**src/verilog/csfp_pkg.sv**
```systemverilog
// Package for the core status flags and pointers block.
// Assumes a single core clock and a synchronous active-high reset.
// Overview of operation
// [RULE1] Carry set on add carry-out or subtract without borrow, else clear.
// [RULE2] Half carry set on low-nibble carry or no nibble borrow, else clear.
// [RULE3] Zero flag set when the operation result is zero, else cleared. Rotates leave it unchanged here.
// [RULE4] Overflow set when carry into MSB differs from carry out of MSB.
// [RULE5] Sign-xor flag is overflow XOR result MSB.
// [RULE6] Subtract without borrow loads chained-zero flag with the zero flag.
// [RULE7] Subtract-with-borrow ANDs chained zero with zero; others keep it.
// [RULE8] Watchdog flag set by expiry, cleared by reset, clear-watchdog, halt.
// [RULE9] Sleep flag set by halt, cleared by reset or clear-watchdog.
// [RULE10] Writes to the flags register leave watchdog and sleep bits alone.
// [RULE11] Rotate through carry shifts old carry in and outgoing bit to carry.
// [RULE12] Calls and interrupts push only return address, never the flags.
// [RULE13] One bank-select bit, reset zero, picks jump bank; others read 0.
// [RULE14] Low PC write jumps within the current page with one dummy cycle.
// [RULE15] Table read keeps high byte in latch, low byte to destination.
// [RULE16] Extended address: upper bits are sector, low eight are location.
// [RULE17] No register-to-register move; transfers pass via the accumulator.
// [RULE18] Indirect port one: high pointer picks sector, low picks location.
// [RULE19] Indirect port read as register gives zero; writes do nothing.
package csfp_pkg;
  localparam int          DATA_W     = 8;
  localparam int          FLAG_C     = 0;
  localparam int          FLAG_AC    = 1;
  localparam int          FLAG_Z     = 2;
  localparam int          FLAG_OV    = 3;
  localparam int          FLAG_PDF   = 4;
  localparam int          FLAG_TO    = 5;
  localparam int          FLAG_CZ    = 6;
  localparam int          FLAG_SC    = 7;
  localparam logic [7:0]  FLAGS_RST  = 8'h00;
  localparam logic [7:0]  FLAGS_WMSK = 8'hCF;
  localparam logic [7:0]  BANK_RST   = 8'h00;
  localparam logic [7:0]  IND_READ   = 8'h00;
  localparam logic [1:0]  JUMP_DUMMY = 2'h1;

  typedef enum logic [3:0] {
    CSFP_OP_NONE = 4'h0,
    CSFP_OP_ADD  = 4'h1,
    CSFP_OP_ADC  = 4'h2,
    CSFP_OP_SUB  = 4'h3,
    CSFP_OP_SBC  = 4'h4,
    CSFP_OP_LOG  = 4'h5,
    CSFP_OP_RLC  = 4'h6,
    CSFP_OP_RRC  = 4'h7,
    CSFP_OP_MOV  = 4'h8
  } csfp_op_t;

  typedef enum logic [1:0] {
    CSFP_ST_RUN   = 2'b00,
    CSFP_ST_DUMMY = 2'b01
  } csfp_state_t;
endpackage

```
**src/verilog/csfp_alu.sv**
```systemverilog
// Combinational ALU with flag generation for the flags datapath.
// Assumes operands are stable for the cycle in which the op is issued.
`timescale 1ns/10ps
module csfp_alu
  import csfp_pkg::*;
(
  input  wire csfp_op_t   op,
  input  wire logic [7:0] opa,
  input  wire logic [7:0] opb,
  input  wire logic       carry_in,
  output logic [7:0]      result,
  output logic            carry_out,
  output logic            half_carry,
  output logic            ovf,
  output logic            is_zero,
  output logic            flag_upd
);
  logic [8:0] sum;
  logic [4:0] nib;
  logic [7:0] b_eff;
  logic       cin;
  logic       c7;

  always_comb begin
    b_eff = opb;
    cin   = 1'b0;
    unique case (op)
      CSFP_OP_ADC: cin = carry_in;
      // Subtract as A + ~B + 1, so carry out means no borrow
      CSFP_OP_SUB: begin
        b_eff = ~opb;
        cin   = 1'b1;
      end
      CSFP_OP_SBC: begin
        b_eff = ~opb;
        cin   = carry_in;
      end
      default: cin = 1'b0;
    endcase
    sum  = {1'b0, opa} + {1'b0, b_eff} + {8'h00, cin};
    nib  = {1'b0, opa[3:0]} + {1'b0, b_eff[3:0]} + {4'h0, cin};
    c7   = opa[7] ^ b_eff[7] ^ sum[7];
    result     = sum[7:0];
    carry_out  = sum[8];
    half_carry = nib[4];
    ovf        = c7 ^ sum[8];
    flag_upd   = 1'b1;
    unique case (op)
      CSFP_OP_LOG: result = opa & opb;
      CSFP_OP_RLC: begin
        result    = {opa[6:0], carry_in};
        carry_out = opa[7];
      end
      CSFP_OP_RRC: begin
        result    = {carry_in, opa[7:1]};
        carry_out = opa[0];
      end
      CSFP_OP_MOV: result = opa;
      CSFP_OP_NONE: flag_upd = 1'b0;
      default: flag_upd = 1'b1;
    endcase
    is_zero = (result == 8'h00);
  end
endmodule

```
**src/verilog/csfp_core.sv**
```systemverilog
// Status flags, bank pointer, PC low, table pointers, sector addressing.
// Assumes the decoder issues one op per cycle and holds off during a
// jump dummy cycle (stall output).
`timescale 1ns/10ps
module csfp_core
  import csfp_pkg::*;
#(
  parameter int SECT_W = 2
) (
  input  wire logic              core_clk,
  input  wire logic              sys_rst,
  input  wire csfp_op_t          alu_op,
  input  wire logic [7:0]        opa,
  input  wire logic [7:0]        opb,
  input  wire logic              acc_write,
  input  wire logic              wdt_expired,
  input  wire logic              clear_watchdog_instruction_instr,
  input  wire logic              halt_instr,
  input  wire logic              flags_wr,
  input  wire logic [7:0]        flags_wdata,
  input  wire logic              bank_wr,
  input  wire logic [7:0]        bank_wdata,
  input  wire logic              pcl_wr,
  input  wire logic [7:0]        pcl_wdata,
  input  wire logic [7:0]        pc_high,
  input  wire logic              table_pointer_low_wr,
  input  wire logic              table_pointer_high_wr,
  input  wire logic [7:0]        tbl_wdata,
  input  wire logic              tbl_read,
  input  wire logic [15:0]       prog_word,
  input  wire logic              ptr1l_wr,
  input  wire logic              ptr1h_wr,
  input  wire logic [7:0]        ptr_wdata,
  input  wire logic              ind1_access,
  input  wire logic              ind_as_reg_rd,
  input  wire logic              ext_access,
  input  wire logic [SECT_W+7:0] ext_addr,
  output logic [7:0]             core_flags_reg,
  output logic [7:0]             program_bank_select_reg,
  output logic [7:0]             acc_r,
  output logic                   jump_r,
  output logic [15:0]            jump_target_r,
  output logic                   stall_r,
  output logic [15:0]            table_addr_r,
  output logic [7:0]             table_high_latch,
  output logic [7:0]             table_low_r,
  output logic                   table_low_vld_r,
  output logic [SECT_W-1:0]      dmem_sector_r,
  output logic [7:0]             dmem_loc_r,
  output logic                   dmem_sel_r,
  output logic [7:0]             ind_read_r
);
  logic [7:0]  result;
  logic        carry_out;
  logic        half_carry;
  logic        ovf;
  logic        is_zero;
  logic        flag_upd;
  logic [7:0]  flags_nxt;
  logic [7:0]  table_pointer_low;
  logic [7:0]  table_pointer_high;
  logic [7:0]  pointer_one_low;
  logic [7:0]  pointer_one_high;
  csfp_state_t state_r;

  csfp_alu u_alu (
    .op         (alu_op),
    .opa        (opa),
    .opb        (opb),
    .carry_in   (core_flags_reg[FLAG_C]),
    .result     (result),
    .carry_out  (carry_out),
    .half_carry (half_carry),
    .ovf        (ovf),
    .is_zero    (is_zero),
    .flag_upd   (flag_upd)
  );

  // Flags: ALU update first, then software write over writable bits
  always_comb begin
    flags_nxt = core_flags_reg;
    if (flag_upd) begin
      unique case (alu_op)
        CSFP_OP_LOG, CSFP_OP_MOV: begin
          flags_nxt[FLAG_Z] = is_zero; // [RULE3]
        end
        CSFP_OP_RLC, CSFP_OP_RRC: begin
          flags_nxt[FLAG_C] = carry_out; // [RULE11]
        end
        default: begin
          flags_nxt[FLAG_C]  = carry_out;  // [RULE1]
          flags_nxt[FLAG_AC] = half_carry; // [RULE2]
          flags_nxt[FLAG_Z]  = is_zero;    // [RULE3]
          flags_nxt[FLAG_OV] = ovf;        // [RULE4]
          flags_nxt[FLAG_SC] = ovf ^ result[7]; // [RULE5]
        end
      endcase
      if (alu_op == CSFP_OP_SUB)
        flags_nxt[FLAG_CZ] = is_zero; // [RULE6]
      else if (alu_op == CSFP_OP_SBC)
        flags_nxt[FLAG_CZ] = core_flags_reg[FLAG_CZ] & is_zero; // [RULE7]
    end
    // Watchdog and sleep bits are masked out of writes
    if (flags_wr)
      flags_nxt = (flags_wdata & FLAGS_WMSK) |
                  (flags_nxt & ~FLAGS_WMSK); // [RULE10]
    // Expiry wins over a clearing instruction in the same cycle
    if (clear_watchdog_instruction_instr || halt_instr)
      flags_nxt[FLAG_TO] = 1'b0; // [RULE8]
    if (wdt_expired)
      flags_nxt[FLAG_TO] = 1'b1; // [RULE8]
    if (clear_watchdog_instruction_instr)
      flags_nxt[FLAG_PDF] = 1'b0; // [RULE9]
    if (halt_instr)
      flags_nxt[FLAG_PDF] = 1'b1; // [RULE9]
  end

  // Flags are never pushed; calls see only this register
  always_ff @(posedge core_clk) begin
    if (sys_rst)
      core_flags_reg <= FLAGS_RST; // [RULE8] [RULE9] [RULE12]
    else
      core_flags_reg <= flags_nxt;
  end

  // ALU results land only in the accumulator
  always_ff @(posedge core_clk) begin
    if (sys_rst)
      acc_r <= 8'h00;
    else if (acc_write && flag_upd)
      acc_r <= result; // [RULE17]
  end

  always_ff @(posedge core_clk) begin
    if (sys_rst)
      program_bank_select_reg <= BANK_RST;
    else if (bank_wr)
      program_bank_select_reg <= {7'h00, bank_wdata[0]}; // [RULE13]
  end

  // PC low write: jump in page, then one dummy cycle of stall
  always_ff @(posedge core_clk) begin
    if (sys_rst) begin
      state_r       <= CSFP_ST_RUN;
      jump_r        <= 1'b0;
      jump_target_r <= 16'h0000;
      stall_r       <= 1'b0;
    end else begin
      jump_r <= 1'b0;
      unique case (state_r)
        CSFP_ST_RUN: begin
          stall_r <= 1'b0;
          if (pcl_wr) begin
            jump_r        <= 1'b1;
            jump_target_r <= {pc_high, pcl_wdata}; // [RULE14]
            stall_r       <= (JUMP_DUMMY != 2'h0);
            state_r       <= CSFP_ST_DUMMY;
          end
        end
        CSFP_ST_DUMMY: begin
          stall_r <= 1'b0; // [RULE14]
          state_r <= CSFP_ST_RUN;
        end
        default: state_r <= CSFP_ST_RUN;
      endcase
    end
  end

  always_ff @(posedge core_clk) begin
    if (sys_rst) begin
      table_pointer_low  <= 8'h00;
      table_pointer_high <= 8'h00;
    end else begin
      if (table_pointer_low_wr)
        table_pointer_low <= tbl_wdata;
      if (table_pointer_high_wr)
        table_pointer_high <= tbl_wdata;
    end
  end

  always_ff @(posedge core_clk) begin
    if (sys_rst) begin
      table_addr_r     <= 16'h0000;
      table_high_latch <= 8'h00;
      table_low_r      <= 8'h00;
      table_low_vld_r  <= 1'b0;
    end else begin
      table_addr_r    <= {table_pointer_high, table_pointer_low};
      table_low_vld_r <= tbl_read;
      if (tbl_read) begin
        table_high_latch <= prog_word[15:8]; // [RULE15]
        table_low_r      <= prog_word[7:0];  // [RULE15]
      end
    end
  end

  always_ff @(posedge core_clk) begin
    if (sys_rst) begin
      pointer_one_low  <= 8'h00;
      pointer_one_high <= 8'h00;
    end else begin
      if (ptr1l_wr)
        pointer_one_low <= ptr_wdata;
      if (ptr1h_wr)
        pointer_one_high <= ptr_wdata;
    end
  end

  // Data memory address: extended direct first, else indirect port one
  always_ff @(posedge core_clk) begin
    if (sys_rst) begin
      dmem_sector_r <= '0;
      dmem_loc_r    <= 8'h00;
      dmem_sel_r    <= 1'b0;
    end else begin
      dmem_sel_r <= ext_access | ind1_access;
      if (ext_access) begin
        dmem_sector_r <= ext_addr[SECT_W+7:8]; // [RULE16]
        dmem_loc_r    <= ext_addr[7:0];        // [RULE16]
      end else if (ind1_access) begin
        dmem_sector_r <= pointer_one_high[SECT_W-1:0]; // [RULE18]
        dmem_loc_r    <= pointer_one_low;              // [RULE18]
      end
    end
  end

  // Port is not physical; register-style reads give a constant
  always_ff @(posedge core_clk) begin
    if (sys_rst)
      ind_read_r <= IND_READ;
    else if (ind_as_reg_rd)
      ind_read_r <= IND_READ; // [RULE19]
  end
endmodule

```
**config.mk**
```make
export PLATFORM = sky130hd
export DESIGN_NAME = csfp_core
export DESIGN_NICKNAME = d
export VERILOG_FILES = /design/src/verilog/csfp_pkg.sv /design/src/verilog/csfp_alu.sv /design/src/verilog/csfp_core.sv
export SDC_FILE = /design/constraint.sdc
export NUM_CORES = 1
export LEC_CHECK = 0
export BUFFER_PORTS_ARGS = -buffer_cell sky130_fd_sc_hd__buf_2
export CAP_MARGIN = 10
export CORE_UTILIZATION = 52
export DETAILED_ROUTE_END_ITERATION = 8
export GPL_TIMING_DRIVEN = 0
export PLACE_DENSITY_LB_ADDON = 0.05
export SLEW_MARGIN = 20
export SYNTH_ARGS = -nofsm -noshare
export SYNTH_HDL_FRONTEND = slang
export SYNTH_HIERARCHICAL = 1
export SYNTH_SLANG_ARGS = --single-unit
```
**constraint.sdc**
```tcl
create_clock -name core_clk -period 11 [get_ports core_clk]
set_input_delay 1.1 -clock core_clk [delete_from_list [all_inputs] [get_ports core_clk]]
set_output_delay 1.1 -clock core_clk [all_outputs]
set_load 0.02 [all_outputs]
```
==> results of run 1 <==
metal layers:
| layer | routed length (um) | GRT usage [%] | vias to the layer above | part of all wire [%] |
|---|---|---|---|---|
| li1 | - | - | 2233 | - |
| met3 | 918 | 6.81 | 25 | 7.7 |
| met5 | 0 | 0 | - | 0 |
| met4 | 225 | 7.23 | 0 | 1.9 |
| met1 | 5030 | 30.0 | 2022 | 42 |
| met2 | 5810 | 42.6 | 161 | 48 |
final timing paths:
check / startpoint / end / slack [ns] / cells after the start
hold / removal: acc_r[1]$_SDFFE_PP0P_ / acc_r[1]$_SDFFE_PP0P_ / 0.46 / 2
hold reg to reg: acc_r[1]$_SDFFE_PP0P_ / acc_r[1]$_SDFFE_PP0P_ / 0.46 / 2
setup / recovery: alu_op[0] / core_flags_reg[6]$_SDFFE_PP0P_ / 5.42 / 19
setup reg to reg: core_flags_reg[0]$_SDFFE_PP0P_ / core_flags_reg[6]$_SDFFE_PP0P_ / 7.09 / 17
cell usage in the layout, fill, tap and decap left out, types with 4 or more instances in the layout:
cell | synthesis | final
a21o_1 | 7 | 7
a21oi_1 | 46 | 46
a22oi_1 | 4 | 4
buf_1 | 4 | 4
buf_2 | 5 | 178
buf_4 | 17 | 17
clkbuf_1 | 23 | 23
clkbuf_8 | 0 | 10
conb_1 | 1 | 15
dfxtp_1 | 105 | 105
ha_1 | 7 | 7
inv_1 | 11 | 11
mux2i_1 | 61 | 61
nand2_1 | 47 | 47
nand2b_1 | 4 | 4
nand3_1 | 12 | 12
nor2_1 | 88 | 88
nor2b_1 | 23 | 23
nor3_1 | 7 | 7
o211ai_1 | 4 | 4
o21a_1 | 6 | 6
o21ai_0 | 10 | 10
xor2_1 | 11 | 11
logic make-up (layout without fill, tap and decap cells):
group | after synthesis | after routing
compound gates | 101 | 101
xor+xnor | 12 | 12
fa+ha+maj | 9 | 9
buf+inv | 60 | 249
flops | 105 | 105
mux | 62 | 62
other cells | 1 | 15
simple gates | 197 | 197
tightest hold or removal path, stage by stage, from the launching register on:
cell and delay, ns:
dfxtp_1 0.32, nand2_1 0.05, a21oi_1 0.05
power breakdown:
part | switching [mW] | total [mW] | leakage, nW | internal (mW)
Sequential | 0.0112 | 0.415 | 0.866 | 0.404
Combinational | 0.114 | 0.194 | 2.08 | 0.0802
Clock | 0.133 | 0.247 | 0.105 | 0.114
area by class of cell:
cell class                 instances  area [um^2]
buffer                            49          254
clock buffer                      10          138
clock inverter                     6         71.3
fill                             771         2780
inverter                          11         41.3
multi-input combinational        396         2500
sequential                       105         2100
tap                              108          135
timing repair buffer             173          866
metrics by stage:
step / cell area (um^2) / setup WS (ns) / hold slack, ns / util (%) / cells
after detailed placement: 5900 / 5.15 / 0.444 / 66.3 / 842
after global routing: 6110 / 5.03 / 0.478 / 68.7 / 858
after global placement: 5900 / 5.14 / 0.440 / 66.3 / 842
after CTS: 6110 / 5.49 / 0.459 / 68.7 / 858
final: 6110 / 5.42 / 0.457 / 68.7 / 858
after floorplan: 4900 / 6.08 / 0.437 / - / 561
==> impl_metrics.env, run 1 <==
export IMPL_vias=4441
export IMPL_wirelength_mm=12.0
export IMPL_worstSetupPathType="primary input to flop"
export IMPL_worstMarginPinSlew_ns=0.951
export IMPL_cts_sink_count=105
export IMPL_num_rows=34
export IMPL_rsz0062_at_grt="no"
export IMPL_crit_family="compound AO/OA/AOI/OAI gates"
export IMPL_cts_resized=0
export IMPL_run_status="finished, violations left"
export IMPL_die_area_mm2=0.00971
export IMPL_syn_to_final_growth_pct=26.1
export IMPL_synth_commonest_cells="dfxtp_1, nor2_1, mux2i_1"
export IMPL_syn_inst=547
export IMPL_grt_usage_pct=24.6
export IMPL_yosysTopAreaCell="dfxtp_1"
export IMPL_die_h_um=98.5
export IMPL_synth_flop_cell="dfxtp_1"
export IMPL_leakagePower_nw=3.05
export IMPL_start_util_pct=54.5
export IMPL_post_route_period_util_pct=50.7
export IMPL_maxCapViolations=0
export IMPL_slowest_delay_ns=0.51
export IMPL_synthXorXnorAreaFrac_pct=2.17
export IMPL_endpoint_kind="flop"
export IMPL_grt_overflow_total=0
export IMPL_core_area_mm2=0.00889
export IMPL_layout_nets=865
export IMPL_crit_arrival_ns=5.86
export IMPL_synth_area_per_cell_um2=8.86
export IMPL_drt_iter0_drc=168
export IMPL_antenna_found_initial=0
export IMPL_clock_skew_ns=0.0107
export IMPL_fin_tns_setup_ns=0
export IMPL_hold_viol_final=0
export IMPL_synth_mux_area_share_pct=12.8
export IMPL_crit_chain="buf_2, buf_2, buf_1, nand3b_1, a21oi_2, xor2_1, fa_1, inv_1, fa_1, nand2b_1, a21oi_1, xor2_1, a2111oi_2, or4b_1, nor4_2, inv_1, o211ai_1, o211ai_1, a21oi_1"
export IMPL_clk_latency_ns=0.36
export IMPL_synth_edf_count=0
export IMPL_place_congestion=0.883
export IMPL_yosys_area_share_simple_pct=18.8
export IMPL_wl_per_cell_um=14.0
export IMPL_synth_top_area_share_pct=43.4
export IMPL_irDropWorstVdd_v=0.000104
export IMPL_slew_viol_final=0
export IMPL_cp_required_ns=11.28
export IMPL_yosysWarnings=6
export IMPL_cts_made_buffers=9
export IMPL_yosysSeqAreaShare_pct=43.4
export IMPL_io_buffer_count=173
export IMPL_powerDensity_mw_per_mm2=140
export IMPL_drc=6
export IMPL_ant_nets=0
export IMPL_cp_num_buf_inv=5
export IMPL_violations="design-rule violations"
export IMPL_cts_root_buf="clkbuf_8"
export IMPL_async_reset_ff_share_pct=0
export IMPL_synth_fa_ha_area_share_pct=2.63
export IMPL_relSlewSlack_pct=36.5
export IMPL_drive_gt1_share_pct=29.5
export IMPL_antenna_cells=0
export IMPL_synth_cell_area_mm2=0.00484
export IMPL_synth_compound_area_share_pct=14.0
export IMPL_place_hpwl_mm=9.28
export IMPL_hold_path_class="flop to flop"
export IMPL_yosysMostFrequentCell="dfxtp_1"
export IMPL_cts_hold_buf=0
export IMPL_grt_pass1_vias=4181
export IMPL_drtPass1Iterations=9
export IMPL_synth_area_leaders="dfxtp_1, mux2i_1, nor2_1, a21oi_1, nand2_1"
export IMPL_htree_levels=3
export IMPL_critPathSlowestCell="a21oi_2"
export IMPL_critPathLaunchType="primary input"
export IMPL_ctsLongestPathBuffers=2
export IMPL_io_pins=205
export IMPL_ys_types=51
export IMPL_grt_pass1_wl_mm=19.2
export IMPL_crit_fanout=10
export IMPL_p_total_mw=0.856
export IMPL_viasPerCell=5.18
export IMPL_top_regs="jump_target_r x16, table_addr_r x16"
export IMPL_die_w_um=98.5
export IMPL_grt_start_max_net_pins=19
export IMPL_timing_final_crit_period_ns=5.58
export IMPL_cts_setup_buffers=0
export IMPL_synth_top_family_by_area="simple AND/OR/NAND/NOR gates"
export IMPL_setup_violations=0
export IMPL_cts_tree="yes"
export IMPL_clock_fmax_mhz=179
export IMPL_path_clk_slew_ns=0.10
export IMPL_ys_seq_elements=105
Note: power is estimated with default switching activity, not from simulation.
==> inputs of run 2 (changes only) <==
Settings changed: CORE_UTILIZATION 52 to 43.
Clock period 11 ns to 4.6 ns, I/O delays scaled along.
==> run 2 against run 1 <==
Compared with the run above: critical path depth is 1 lower; critical path type unchanged; sequential power is 140% higher; clock power grew 110%; non-clock buffer count is 1 lower; global-route usage down 3.4 points; total power is 130% higher; sequential share of layout area down 0.11 points; count of clock-buffer cells in the layout unchanged; the run now ends clean; largest power group unchanged; final cell count grew 3.6%; final area grew 0.33%.
==> impl_metrics.env, run 2 (synthesized netlist as in run 1, its figures left out) <==
export IMPL_r2r_cells=17
export IMPL_clockPowerShare_pct=26.2
export IMPL_ant_nets=0
export IMPL_clock_fmax_mhz=233
export IMPL_wl_per_cell_um=14.0
export IMPL_power_switching_mw=0.616
export IMPL_grt_overflow_total=0
export IMPL_critPathLaunchType="primary input"
export IMPL_rsz0062_at_grt="no"
export IMPL_grt_usage_pct=21.3
export IMPL_clk_latency_ns=0.36
export IMPL_final_common_cell="buf_2"
export IMPL_die_h_um=108
export IMPL_dp_cells=874
export IMPL_dp_worst_setup_slack_ns=-0.688
export IMPL_start_util_pct=44.5
export IMPL_antenna_found_initial=0
export IMPL_crit_fanout=19
export IMPL_ctsLongestPathBuffers=2
export IMPL_p_sw_share_pct=31.1
export IMPL_timing_final_crit_period_ns=4.29
export IMPL_hold_viol_final=0
export IMPL_path_clk_slew_ns=0.10
export IMPL_clock_skew_ns=0.0139
export IMPL_crit_arrival_ns=4.58
export IMPL_irDropWorstVdd_v=0.000209
export IMPL_p_total_mw=1.98
export IMPL_leakagePower_nw=3.04
export IMPL_combinationalPowerShare_pct=23.6
export IMPL_cp_required_ns=4.89
export IMPL_cts_made_buffers=9
export IMPL_num_rows=38
export IMPL_syn_to_final_growth_pct=26.5
export IMPL_seqPwrFrac_pct=50.2
export IMPL_r2r_start="core_flags_reg[0]$_SDFFE_PP0P_"
export IMPL_layout_common_cells="buf_2, dfxtp_1, nor2_1"
export IMPL_worstMarginPinSlew_ns=0.999
export IMPL_cts_tree="yes"
export IMPL_htree_levels=3
export IMPL_fin_ws_ns=0.311
export IMPL_top_regs="jump_target_r x16, table_addr_r x16"
export IMPL_wirelength_mm=12.5
export IMPL_place_hpwl_mm=9.67
export IMPL_placed_area_mm2=0.00594
export IMPL_endpoint_kind="flop"
export IMPL_drive_gt1_share_pct=29.6
export IMPL_antenna_cells=0
export IMPL_grt_start_max_net_pins=20
export IMPL_worstSetupPathType="primary input to flop"
export IMPL_place_congestion=0.897
export IMPL_io_pins=205
export IMPL_hold_path_end="core_flags_reg[5]$_SDFFE_PP0P_"
export IMPL_die_w_um=108
export IMPL_grt_pass1_wl_mm=19.6
export IMPL_setup_violations=0
export IMPL_worstReg2RegEnd="core_flags_reg[6]$_SDFFE_PP0P_"
export IMPL_utilization_pct=56.3
export IMPL_slew_viol_final=0
export IMPL_io_buffer_count=173
export IMPL_post_route_period_util_pct=93.2
export IMPL_core_area_mm2=0.0109
export IMPL_hold_depth=3
export IMPL_viasPerCell=5.01
export IMPL_hp_start="wdt_expired"
export IMPL_relSlewSlack_pct=33.2
export IMPL_maxCapViolations=0
export IMPL_vias=4455
export IMPL_drtPass1Iterations=4
export IMPL_final_cells=889
export IMPL_die_area_mm2=0.0117
export IMPL_design_area_mm2=0.00613
export IMPL_p_int_mw=1.36
export IMPL_drc=0
export IMPL_reg2reg_slack_ns=0.72
export IMPL_cts_root_buf="clkbuf_8"
export IMPL_run_status="finished, final reports clean"
export IMPL_powerDensity_mw_per_mm2=323
export IMPL_layout_nets=864
export IMPL_grt_pass1_vias=4160
export IMPL_cts_sink_count=105
export IMPL_drt_iter0_drc=177
export IMPL_hold_path_class="primary input to flop"
==> run 2: repair_timing <==
item	CTS	global route
hold buffers	0	0
pin swaps	0	0
endpoints found under the setup margin	2	2
resized for setup	1	4
setup buffers	0	0
==> run 2: critical path, stage by stage <==
cell and delay (ns):
buf_2 0.14, clkbuf_4 0.25, nand3b_1 0.24, a21oi_4 0.37
xor2_1 0.23, fa_1 0.26, inv_1 0.07, fa_1 0.40
nand2b_1 0.18, a21oi_2 0.27, xor2_1 0.15, a2111oi_2 0.35
or4b_1 0.49, nor4_2 0.28, inv_1 0.08, o211ai_1 0.09
o211ai_1 0.13, a21oi_1 0.15
==> run 2: power groups by stage <==
stage               registers (mW)  logic [mW]  clock network (mW)
global route                  1.00       0.513               0.573
global placement              1.01       0.457                   0
finish                       0.992       0.467               0.519
floorplan                     1.06       0.261                   0
CTS                          0.993       0.466               0.537
detailed placement            1.01       0.465                   0
==> run 2: cell type report <==
| cell class | count | area [um^2] |
|---|---|---|
| inverter | 11 | 41.3 |
| clock inverter | 6 | 50.0 |
| sequential | 105 | 2100 |
| clock buffer | 10 | 128 |
| buffer | 48 | 254 |
| fill | 1049 | 4760 |
| tap | 140 | 175 |
| timing repair buffer | 173 | 866 |
| multi-input combinational | 396 | 2510 |
==> run 2: layer usage <==
metal / GRT usage [%] / wire (um) / up-vias
met1: 26.0 / 5350 / 2045
li1: - / - / 2234
met5: 0 / 0 / -
met4: 5.87 / 176 / 0
met2: 36.1 / 5950 / 160
met3: 6.27 / 986 / 16
==> run 2: how the worst max path moves through the flow <==
| stage | startpoint | to | cells past startpoint |
|---|---|---|---|
| final | alu_op[0] | core_flags_reg[6]$_SDFFE_PP0P_ | 18 |
| after global routing | alu_op[0] | core_flags_reg[6]$_SDFFE_PP0P_ | 18 |
| after CTS | alu_op[1] | core_flags_reg[6]$_SDFFE_PP0P_ | 18 |
| after detailed placement | alu_op[0] | core_flags_reg[6]$_SDFFE_PP0P_ | 19 |
| after global placement | alu_op[0] | core_flags_reg[6]$_SDFFE_PP0P_ | 19 |
| after floorplan | alu_op[0] | core_flags_reg[6]$_SDFFE_PP0P_ | 18 |
==> run 2: through the flow <==
stage	hold slack, ns	setup TNS [ns]
6_report	0.301	0
5_1_grt	0.301	0
4_1_cts	0.282	0
3_5_place_dp	0.444	-1.68
3_3_place_gp	0.441	-1.63
2_1_floorplan	0.437	0
==> inputs of run 3 (changes only) <==
Settings changed: CORE_UTILIZATION 43 to 52.
Clock period 4.6 ns to 5.3 ns, I/O delays scaled along.
==> run 3 against run 2 <==
Compared with the run above: final area is 0.20% lower; sequential share of layout area is 0.070 points higher; wire length decreased by 3.9%; clock skew down 0.0032 ns; the flow now finishes with violations (design-rule violations); count of clock-buffer cells in the layout did not move; first-iteration DRC count shrank 4.5%; global-route usage increased by 3.4 points; sequential cell count stayed put.
==> impl_metrics.env, run 3 (synthesized netlist as in run 1, its figures left out) <==
export IMPL_irDropWorstVdd_v=0.000215
export IMPL_wl_per_cell_um=14.0
export IMPL_htree_levels=3
export IMPL_setup_violations=0
export IMPL_cts_made_buffers=9
export IMPL_endpoint_kind="flop"
export IMPL_cts_hold_buf=0
export IMPL_drc=10
export IMPL_rsz0062_at_grt="no"
export IMPL_dp_worst_setup_slack_ns=0.0213
export IMPL_powerDensity_mw_per_mm2=291
export IMPL_fin_ws_ns=0.390
export IMPL_syn_to_final_growth_pct=26.2
export IMPL_place_hpwl_mm=9.28
export IMPL_crit_arrival_ns=5.19
export IMPL_grt_overflow_total=0
export IMPL_grt_pass1_wl_mm=19.2
export IMPL_hold_depth=3
export IMPL_critPathSlowestCell="or4b_1"
export IMPL_cp_num_buf_inv=5
export IMPL_top_regs="jump_target_r x16, table_addr_r x16"
export IMPL_place_congestion=0.883
export IMPL_wirelength_mm=12.0
export IMPL_design_area_mm2=0.00611
export IMPL_start_util_pct=54.5
export IMPL_final_common_cell="buf_2"
export IMPL_die_h_um=98.5
export IMPL_crit_fanout=10
export IMPL_grt_usage_pct=24.6
export IMPL_slowest_delay_ns=0.50
export IMPL_io_buffer_count=173
export IMPL_drtPass1Iterations=9
export IMPL_run_status="finished, violations left"
export IMPL_violations="design-rule violations"
export IMPL_clock_fmax_mhz=204
export IMPL_clk_latency_ns=0.36
export IMPL_io_pins=205
export IMPL_drt_iter0_drc=169
export IMPL_ant_nets=0
export IMPL_cts_setup_buffers=0
export IMPL_utilization_pct=68.8
export IMPL_hold_viol_final=0
export IMPL_maxCapViolations=0
export IMPL_die_w_um=98.5
export IMPL_path_clk_slew_ns=0.10
export IMPL_cts_root_buf="clkbuf_8"
export IMPL_cp_required_ns=5.58
export IMPL_num_rows=34
export IMPL_placed_area_mm2=0.00590
export IMPL_relSlewSlack_pct=36.4
export IMPL_timing_final_crit_period_ns=4.91
export IMPL_worstMarginPinSlew_ns=0.952
export IMPL_hold_ws_ns=0.385
export IMPL_vias=4421
export IMPL_hold_path_class="primary input to flop"
export IMPL_final_cells=858
export IMPL_grt_pass1_vias=4181
export IMPL_antenna_cells=0
export IMPL_cts_sink_count=105
export IMPL_fin_tns_setup_ns=0
export IMPL_leakagePower_nw=3.05
export IMPL_critPathLaunchType="primary input"
export IMPL_grt_start_max_net_pins=19
export IMPL_dp_cells=842
export IMPL_die_area_mm2=0.00971
export IMPL_p_total_mw=1.78
export IMPL_worstSetupPathType="primary input to flop"
export IMPL_core_area_mm2=0.00889
export IMPL_clock_skew_ns=0.0107
export IMPL_post_route_period_util_pct=92.6
export IMPL_slew_viol_final=0
export IMPL_antenna_found_initial=0
export IMPL_layout_common_cells="buf_2, dfxtp_1, nor2_1"
export IMPL_layout_nets=865
export IMPL_crit_chain="buf_2, buf_2, buf_1, nand3b_1, a21oi_4, xor2_1, fa_1, inv_1, fa_1, nand2b_1, a21oi_1, xor2_1, a2111oi_2, or4b_1, nor4_2, inv_1, o211ai_1, o211ai_1, a21oi_1"
export IMPL_cp_startpoint="alu_op[0]"
export IMPL_r2r_start="core_flags_reg[0]$_SDFFE_PP0P_"
export IMPL_ctsLongestPathBuffers=2
export IMPL_hp_start="wdt_expired"
export IMPL_drive_gt1_share_pct=29.5
export IMPL_cts_tree="yes"
export IMPL_r2r_cells=17
export IMPL_viasPerCell=5.15
export IMPL_crit_family="compound AO/OA/AOI/OAI gates"
export IMPL_path_depth=19
-- run 3: final cells by class --
type | instances | area, um^2
plain buffers | 49 | 254
clock buffers | 10 | 138
clock inverters | 6 | 71.3
fillers | 771 | 2780
inverters | 11 | 41.3
multi-input cells | 396 | 2510
flip-flops and latches | 105 | 2100
well taps | 108 | 135
repair buffers | 173 | 866
-- run 3: worst register-to-register path: cells and delay by family, from the launching register on --
kind,cells,cell delay [ns]
AOI/OAI and AO/OA,6,1.13
xor gates and xnor gates,1,0.17
adders and majority gates,2,0.67
buffers and inverters,2,0.16
DFF,1,0.45
and+or+nand+nor,6,1.29
-- run 3: final timing paths --
kind | to | slack [ns]
max | core_flags_reg[6]$_SDFFE_PP0P_ | 0.39
min | core_flags_reg[5]$_SDFFE_PP0P_ | 0.39
max reg2reg | core_flags_reg[6]$_SDFFE_PP0P_ | 1.39
min reg2reg | jump_target_r[11]$_SDFFE_PP0P_ | 0.46
-- run 3: layer usage --
layer	part of all wire (%)	track usage, %	up-vias
met5	0	0	-
met2	48	42.6	154
met4	1.8	7.23	0
met3	8.4	6.81	22
met1	42	30.0	2011
li1	-	-	2234
-- run 3: timing repair --
item / 4_1_cts / 5_1_grt
setup endpoints to repair: 0 / 1
hold endpoints to repair: 0 / 0
resized for setup: 0 / 1
-- run 3: where the power goes --
part | internal (mW) | switching [mW] | total [mW]
Combinational | 0.167 | 0.237 | 0.403
Clock | 0.237 | 0.276 | 0.513
Sequential | 0.838 | 0.0234 | 0.861
Total | 1.24 | 0.536 | 1.78
